==> src/rtl/fbe_pkg.sv <==
// constants and types shared by the flash block erase sequencer
// Function
// Program flash is erased only in whole blocks of 32 words, that is 64 bytes.
// A software erase takes its block from table pointer bits 21:6 and ignores bits 5:0.
// No single word is ever erased; every erase covers at least a whole block.
// Bulk erase of more than one block comes only from the external programmer, never from software.
// Software selects program memory and deselects configuration space before an erase.
// Software sets the modify enable bit first, and without it no erase is performed.
// With erase select set, the next started cycle is a block erase and not a write.
// The erase starts only after 55h then 0AAh to the unlock key, directly followed by the start bit.
// Any attempt that breaks the unlock sequence leaves the flash untouched.
// Setting start after a valid unlock with erase selected begins erasing the addressed block.
// The CPU is stalled for the whole erase, about 2 ms by the internal timer.
// The internal timer ends the erase on its own and then releases the CPU.
// Software first loads the table pointer with an address inside the block to erase.
// The unlock key register stores nothing; writes only feed the sequence detector.
// Software disables interrupts around the unlock sequence and the erase.
package fbe_pkg;

  localparam int ADDR_W = 16;
  localparam int TABLE_POINTER_W = 22;
  localparam int BLOCK_LSB = 6;
  localparam int BLOCK_W = TABLE_POINTER_W - BLOCK_LSB;
  localparam int WORDS_PER_BLOCK = 32;
  localparam int BYTES_PER_BLOCK = 64;

  // register indices; the byte address on the bus is four times the index
  localparam logic [13:0] IDX_CONTROL = 14'hfa6;
  localparam logic [13:0] IDX_UNLOCK = 14'hfa7;
  localparam logic [13:0] IDX_TABLE_POINTER = 14'hf80;
  localparam logic [13:0] IDX_STATUS = 14'hf81;

  // control register fields
  localparam int CTL_PGM_SEL = 7;
  localparam int CTL_CFG_SEL = 6;
  localparam int CTL_ERASE_SEL = 4;
  localparam int CTL_ERR = 3;
  localparam int CTL_MOD_EN = 2;
  localparam int CTL_START = 1;
  localparam logic [7:0] CTL_RESET = 8'h00;
  localparam logic [7:0] CTL_WMASK = 8'hd4;

  // status register fields
  localparam int STS_BUSY = 0;
  localparam int STS_ARMED = 1;
  localparam int STS_BULK = 2;
  localparam int STS_COUNT_LSB = 8;
  localparam logic [TABLE_POINTER_W-1:0] TABLE_POINTER_RESET = 22'h000000;

  localparam logic [7:0] KEY_FIRST = 8'h55;
  localparam logic [7:0] KEY_SECOND = 8'haa;

  localparam int CLK_PERIOD_NS = 10;
  localparam int ERASE_TIME_US = 2000;
  localparam int unsigned ERASE_CYCLES = (ERASE_TIME_US * 1000) / CLK_PERIOD_NS;

  typedef enum logic [2:0] {
    UNL_LOCKED = 3'b001,
    UNL_HALF = 3'b010,
    UNL_ARMED = 3'b100
  } fbe_unlock_e;

  typedef enum logic [2:0] {
    ERS_IDLE = 3'b001,
    ERS_RUN = 3'b010,
    ERS_DONE = 3'b100
  } fbe_erase_e;

endpackage

==> src/rtl/fbe_timer_if.sv <==
// handshake between the erase sequencer and its programming timer
`timescale 1ns/1ns
interface fbe_timer_if;
  logic start;
  logic busy;
  logic done;

  modport ctrl (
    output start,
    input busy,
    input done
  );

  modport timer (
    input start,
    output busy,
    output done
  );
endinterface

==> src/rtl/fbe_sequencer.sv <==
// block erase sequencer with its Wishbone register slave
`timescale 1ns/1ns
module fbe_sequencer #(
  parameter int unsigned ERASE_CYCLES = fbe_pkg::ERASE_CYCLES
) (
  input wire logic core_clk,
  input wire logic reset,
  input wire logic wb_cyc_i,
  input wire logic wb_stb_i,
  input wire logic wb_we_i,
  input wire logic [fbe_pkg::ADDR_W-1:0] wb_adr_i,
  input wire logic [3:0] wb_sel_i,
  input wire logic [31:0] wb_dat_i,
  output logic [31:0] wb_dat_o,
  output logic wb_ack_o,
  input wire logic programmerBulkReq,
  output logic cpuStall,
  output logic flashEraseActive,
  output logic [fbe_pkg::BLOCK_W-1:0] flashEraseBlock,
  output logic flashBulkErase
);
  import fbe_pkg::*;

  // bus decode
  logic ack_q;
  logic [31:0] rdata_q;
  wire logic [13:0] regIdx = wb_adr_i[ADDR_W-1:2];
  wire logic access = wb_cyc_i && wb_stb_i && !ack_q;
  wire logic wrLow = access && wb_we_i && wb_sel_i[0];
  wire logic wrAny = access && wb_we_i;
  wire logic hitControl = (regIdx == IDX_CONTROL);
  wire logic hitUnlock = (regIdx == IDX_UNLOCK);
  wire logic hitTblptr = (regIdx == IDX_TABLE_POINTER);
  wire logic hitStatus = (regIdx == IDX_STATUS);
  wire logic wrControl = wrLow && hitControl;
  wire logic wrUnlock = wrLow && hitUnlock;
  wire logic [7:0] wByte = wb_dat_i[7:0];

  // control and pointer registers
  logic [7:0] control_q;
  logic [7:0] control_d;
  logic [TABLE_POINTER_W-1:0] tablePointer_q;
  logic [TABLE_POINTER_W-1:0] tablePointer_d;
  logic [7:0] eraseCount_q;
  logic [BLOCK_W-1:0] eraseBlock_q;

  fbe_unlock_e unlock_q;
  fbe_unlock_e unlock_d;
  fbe_erase_e erase_q;
  fbe_erase_e erase_d;

  fbe_timer_if tmrIf ();

  // programmer pin crosses in through two flops before anything looks at it
  logic bulkMeta_q;
  logic bulkSync_q;

  always_ff @(posedge core_clk)
  begin
    if (reset)
    begin
      bulkMeta_q <= 1'b0;
      bulkSync_q <= 1'b0;
    end
    else
    begin
      bulkMeta_q <= programmerBulkReq;
      bulkSync_q <= bulkMeta_q;
    end
  end

  // bulk erase is reachable only from the programmer pin, never from a register
  assign flashBulkErase = bulkSync_q && (erase_q == ERS_IDLE);

  wire logic busy = (erase_q != ERS_IDLE);

  // the new control value as software would leave it, used to judge a start
  wire logic [7:0] ctlWritten = (control_q & ~CTL_WMASK) | (wByte & CTL_WMASK);
  wire logic startReq = wrControl && wByte[CTL_START] && !busy;
  wire logic targetOk = ctlWritten[CTL_PGM_SEL] && !ctlWritten[CTL_CFG_SEL];
  wire logic enableOk = ctlWritten[CTL_MOD_EN];
  wire logic eraseOk = ctlWritten[CTL_ERASE_SEL];
  wire logic armedOk = (unlock_q == UNL_ARMED);
  wire logic startErase = startReq && armedOk && targetOk && enableOk && eraseOk && !bulkSync_q;
  // a refused start after a complete unlock is flagged; without the unlock it is silent
  wire logic startRefused = startReq && armedOk && !startErase;
  wire logic timerDone = tmrIf.done;

  // unlock detector: the key register has no storage, it only steers this machine
  always_comb
  begin
    unlock_d = unlock_q;
    unique case (unlock_q)
      UNL_LOCKED:
      begin
        if (wrUnlock && wByte == KEY_FIRST)
          unlock_d = UNL_HALF;
      end
      UNL_HALF:
      begin
        if (wrUnlock && wByte == KEY_SECOND)
          unlock_d = UNL_ARMED;
        else if (wrUnlock && wByte == KEY_FIRST)
          unlock_d = UNL_HALF;
        else if (wrAny)
          unlock_d = UNL_LOCKED;
      end
      UNL_ARMED:
      begin
        // only the very next write may use the unlock, whatever it is
        if (wrAny)
          unlock_d = UNL_LOCKED;
      end
      default:
        unlock_d = UNL_LOCKED;
    endcase
  end

  // erase sequencing
  always_comb
  begin
    erase_d = erase_q;
    unique case (erase_q)
      ERS_IDLE:
      begin
        if (startErase)
          erase_d = ERS_RUN;
      end
      ERS_RUN:
      begin
        if (timerDone)
          erase_d = ERS_DONE;
      end
      ERS_DONE:
        erase_d = ERS_IDLE;
      default:
        erase_d = ERS_IDLE;
    endcase
  end

  assign tmrIf.start = startErase;

  // control register: the start bit reads back as set while the erase runs
  always_comb
  begin
    control_d = control_q;
    if (wrControl && !busy)
      control_d = ctlWritten;
    control_d[CTL_START] = startErase || (erase_q == ERS_RUN && !timerDone);
    if (wrControl && !busy && !wByte[CTL_ERR])
      control_d[CTL_ERR] = 1'b0;
    // set wins over a clear in the same cycle
    if (startRefused)
      control_d[CTL_ERR] = 1'b1;
  end

  // pointer may not move under a running erase
  always_comb
  begin
    tablePointer_d = tablePointer_q;
    if (access && wb_we_i && hitTblptr && !busy)
    begin
      if (wb_sel_i[0])
        tablePointer_d[7:0] = wb_dat_i[7:0];
      if (wb_sel_i[1])
        tablePointer_d[15:8] = wb_dat_i[15:8];
      if (wb_sel_i[2])
        tablePointer_d[TABLE_POINTER_W-1:16] = wb_dat_i[TABLE_POINTER_W-1:16];
    end
  end

  always_ff @(posedge core_clk)
  begin
    if (reset)
    begin
      control_q <= CTL_RESET;
      tablePointer_q <= TABLE_POINTER_RESET;
      unlock_q <= UNL_LOCKED;
      erase_q <= ERS_IDLE;
    end
    else
    begin
      control_q <= control_d;
      tablePointer_q <= tablePointer_d;
      unlock_q <= unlock_d;
      erase_q <= erase_d;
    end
  end

  // the block number is latched at start; the low six pointer bits never reach the array
  always_ff @(posedge core_clk)
  begin
    if (reset)
    begin
      eraseBlock_q <= '0;
      eraseCount_q <= 8'h00;
    end
    else
    begin
      if (startErase)
        eraseBlock_q <= tablePointer_q[TABLE_POINTER_W-1:BLOCK_LSB];
      if (timerDone && erase_q == ERS_RUN)
        eraseCount_q <= eraseCount_q + 8'h01;
    end
  end

  // the array only ever sees a block number, so no word or part block can be erased
  assign flashEraseBlock = eraseBlock_q;
  assign flashEraseActive = (erase_q == ERS_RUN);
  // the stall covers the whole timed cycle and drops as the timer finishes
  assign cpuStall = (erase_q == ERS_RUN);

  fbe_erase_timer #(
    .CYCLES(ERASE_CYCLES)
  ) u_timer (
    .core_clk(core_clk),
    .reset(reset),
    .tmr(tmrIf.timer)
  );

  // read mux; the key register and unmapped words read as zero
  wire logic [31:0] statusWord = {16'h0000, eraseCount_q, 5'h00, bulkSync_q, armedOk, busy};
  wire logic [31:0] readMux =
    hitControl ? {24'h000000, control_q} :
    hitTblptr ? {10'h000, tablePointer_q} :
    hitStatus ? statusWord :
    32'h00000000;

  always_ff @(posedge core_clk)
  begin
    if (reset)
    begin
      ack_q <= 1'b0;
      rdata_q <= 32'h00000000;
    end
    else
    begin
      ack_q <= access;
      if (access && !wb_we_i)
        rdata_q <= readMux;
    end
  end

  assign wb_ack_o = ack_q;
  assign wb_dat_o = rdata_q;

endmodule

==> src/rtl/fbe_erase_timer.sv <==
// self-timed programming timer for one block erase
`timescale 1ns/1ns
module fbe_erase_timer #(
  parameter int unsigned CYCLES = fbe_pkg::ERASE_CYCLES
) (
  input wire logic core_clk,
  input wire logic reset,
  fbe_timer_if.timer tmr
);
  import fbe_pkg::*;

  logic [31:0] count_q;
  logic busy_q;
  wire logic expire = busy_q && (count_q == 32'h00000000);

  assign tmr.busy = busy_q;
  // done is taken straight from the last count so the stall spans exactly CYCLES clocks
  assign tmr.done = expire;

  always_ff @(posedge core_clk)
  begin
    if (reset)
    begin
      count_q <= 32'h00000000;
      busy_q <= 1'b0;
    end
    else
    begin
      if (tmr.start && !busy_q)
      begin
        busy_q <= 1'b1;
        count_q <= 32'(CYCLES - 1);
      end
      else if (expire)
        busy_q <= 1'b0;
      else if (busy_q)
        count_q <= count_q - 32'h00000001;
    end
  end
endmodule

==> config.mk <==
export PLATFORM = sky130hd
export DESIGN_NAME = fbe_sequencer
export DESIGN_NICKNAME = d
export VERILOG_FILES = /design/src/rtl/fbe_pkg.sv /design/src/rtl/fbe_timer_if.sv /design/src/rtl/fbe_sequencer.sv /design/src/rtl/fbe_erase_timer.sv
export SDC_FILE = /design/constraint.sdc
export NUM_CORES = 1
export LEC_CHECK = 0
export BUFFER_PORTS_ARGS = -buffer_cell sky130_fd_sc_hd__buf_2
export CORE_ASPECT_RATIO = 1.75
export CORE_MARGIN = 3
export CORE_UTILIZATION = 40
export DETAILED_ROUTE_END_ITERATION = 10
export GPL_ROUTABILITY_DRIVEN = 1
export RECOVER_POWER = 50
export SKIP_CTS_REPAIR_TIMING = 1
export SLEW_MARGIN = 10
export SYNTH_ARGS = -nofsm -noshare
export SYNTH_HDL_FRONTEND = slang
export SYNTH_SLANG_ARGS = --single-unit
==> constraint.sdc <==
create_clock -name core_clk -period 2.9 [get_ports core_clk]
set_input_delay 0.145 -clock core_clk [delete_from_list [all_inputs] [get_ports core_clk]]
set_output_delay 0.145 -clock core_clk [all_outputs]
set_load 0.05 [all_outputs]
==> metrics <==
launch instance of the worst register-to-register path u_timer.count_q[14]; Data arrival, critical path 3.10 ns; clock buffer count from CTS 17; register area share after synthesis 45.2%; met1 layer wirelength in the final routing 5440 um; vias post-DR 4738; average detailed-routed wire length per instance 16.0 um; Net Sw Frac 23.3%; endpoint with the worst hold slack tablePointer_q[20]; static leakage 0.00249 uW; detail-routed via count per cell 5.45; total met2 wirelength after detailed routing 7610 um; Core Box Area 12500 sq um; signed area change from the synthesized netlist to the final layout 24.0%; PortBufs 86; sum of negative setup slack 0 ns; share of total power in the clock network 55.6%; Psw 915 uW; uppermost layer routed met5; Setup Viol. Count Final 0; Slew @ Worst Pin 1.60 ns; maximum level of the CTS H-tree 4; main area contributors after synthesis dfxtp_1 45%, a21oi_1 6.2%, mux2i_1 4.9%; total count of max-transition violations in the final report 25; total die area 14300 sq um; capture instance of the worst register-to-register path eraseCount_q[7]; Yosys top cell area share 45.2%; Yosys top cell by area dfxtp_1; Post-Synthesis Cells 594; Worst R2R Path Depth 6; type of the worst setup path reg2reg; number of antenna repair diodes 0; startpoint class of the critical path flop; first-pass GRT wire length 22000 um; gr ovfl total 0; clock latency on the worst-skew pair 0.41 ns; clock input transition at the sequential cells of the worst setup and hold paths 0.06 ns; Post-synth ARST share 0%; filler instances 1190; dominant combinational cell family by area after synthesis simple AND/OR/NAND/NOR gates; Routability Congestion 0.836; area fraction in compound gates after synthesis 16.8%; hold slack -0.0279 ns; Worst Hold Path Cells 3; violated checks negative hold slack, max-capacitance violations, max-slew violations; worst hold path type in2reg; largest clock skew in the final design 0.00819 ns; internal power of the cells 3020 uW; sequential share of power 40.6%; warnings from Yosys 0; Seq cells post-synth 116; number of failing hold endpoints at the final stage 7; Longest Clk Path Bufs 2; overall track demand over capacity in global routing 19.3%; pin count of the biggest net entering global routing 91; detailed-router iteration count before antenna repair 5; Total Wirelength 13900 um; worst vdd ir 0.436 mV; xor/xnor share of the synthesized area 1.02%; via count of the first global-routing pass 4608; FP Rows 54; total standard cell area after synthesis 5140 sq um; dominant synthesized flop cell dfxtp_1; width of the chip 91.7 um; Post-Synth Adder-Cell Area 0.487%; portion of netlist area occupied by mux cells 7.06%; final net count 748; maximum fanout along the worst path 18; cell area power density 617 nW/um^2; layout cells sized above 1 15.1%; highest clock rate 361 MHz; kind of end point of the critical path flop; residual DRC count 0; CTS tree done; simple logic cell fraction of the synthesized area 24.6%; setup slack of the worst register-to-register path 0.13 ns; Unique masters post-synth 50; Die Ht 156 um; Logic pwr share 3.8%; Top Ports 110; final critical path time including I/O delays and setup 2.77 ns; number of violations reported at the end of detailed-routing iteration 0 262; detailed placement HPWL 9920 um; routed length on met3 574 um; most common cell after layout, fill and taps aside dfxtp_1; number of sinks driven by the clock tree 116; top library cells by usage in the layout, fill and taps aside 116 x dfxtp_1, 65 x nand2_1, 64 x a21oi_1, 48 x nor2_1, 46 x clkbuf_1; RSZ-0062 raised after global routing false; mean instance size in the synthesized netlist 8.66 sq um; worst hold path startpoint wb_dat_i[20]; run status complete, but fails checks; Clock Root Buffer clkbuf_16; initial antenna violation count 1; Period Utilization, post-route 95.5%; CP Data Required Time 3.23 ns; number of flops mapped to enable cells by yosys 0; worst slew margin relative to its limit -6.87%; starting density of the core 41.1%; Max Cap Violations 1; antenna-violating nets left 0
[cells in the mapped netlist (all sizes together) (4+ instances only)]
cell / n
dfxtp: 116
clkbuf: 33
a31oi: 6
nor2b: 5
o21ai: 19
o31ai: 20
nor2: 48
nand4b: 4
mux2i: 25
nand3: 18
nand4: 6
a21oi: 64
o31a: 5
nand2: 65
and3: 4
or3: 20
nor4: 7
a22oi: 11
nor3b: 5
inv: 7
or2: 4
buf: 13
nor3: 12
or4: 25
mux2: 10
and4: 4
[sequential cells by signal (all words and copies together), names as in the netlist]
name	count
control_q	6
flashEraseBlock	16
erase_q	3
u_timer.tmr.busy	1
u_timer.count_q	32
unlock_q	3
bulkSync_q	1
bulkMeta_q	1
wb_dat_o	22
eraseCount_q	8
wb_ack_o	1
tablePointer_q	22
[cell families after synthesis]
logic type | count (synthesis)
xor+xnor | 6
simple gates | 240
mux | 35
flops | 116
buf+inv | 53
other cells | 1
fa+ha+maj | 2
compound gates | 141
[how the worst max path moves through the flow]
stage	slack (ns)	end	depth (start not counted)	startpoint
detailed placement	0.11	eraseCount_q[7]	6	u_timer.count_q[14]
CTS	0.08	eraseCount_q[7]	6	u_timer.count_q[14]
global placement	0.18	eraseCount_q[7]	6	u_timer.count_q[14]
floorplan	0.36	eraseCount_q[3]	7	u_timer.count_q[23]
finish	0.13	eraseCount_q[7]	6	u_timer.count_q[14]
global route	0.02	u_timer.count_q[10]	5	erase_q[0]
[layer usage]
metal,vias up,GRT usage (%)
li1,2364,-
met1,2243,19.7
met2,112,36.3
met3,17,4.54
met4,2,9.57
met5,-,0
[area by class of cell]
class | instances | area, sq um | share of cell area [%]
Clock buffer | 17 | 425 | 6.67
Timing Repair Buffer | 112 | 578 | 9.06
Multi-Input combinational cell | 434 | 2620 | 41.1
Clock inverter | 15 | 196 | 3.08
Tap cell | 168 | 210 | 3.30
Inverter | 7 | 26.3 | 0.412
Sequential cell | 116 | 2320 | 36.4
[stage by stage]
step / setup WS [ns] / utilization [%] / cell area [sq um] / std cells / power [uW]
after global routing: 0.0221 / 51.0 / 6380 / 869 / 4050
after global placement: 0.183 / 45.9 / 5740 / 829 / 1770
after detailed placement: 0.107 / 45.9 / 5740 / 829 / 1780
after CTS: 0.0772 / 50.9 / 6360 / 861 / 3980
after floorplan: 0.357 / - / 5180 / 603 / 1730
final: 0.130 / 51.0 / 6380 / 869 / 3940
[worst max-delay path, stage by stage (launching register included)]
cell and delay (ns):
dfxtp_1 0.36, or4_4 0.57, or3_1 0.38, or4_1 0.52, buf_4 0.22, or4_1 0.49, a21oi_1 0.15
[power by group through the flow]
stage,clock (uW),combinational [uW],sequential (uW)
detailed placement,0,142,1630
floorplan,0,90.3,1640
global placement,0,139,1630
global route,2290,160,1600
CTS,2240,142,1600
finish,2190,149,1600
Note: power is estimated with default switching activity, not from simulation.
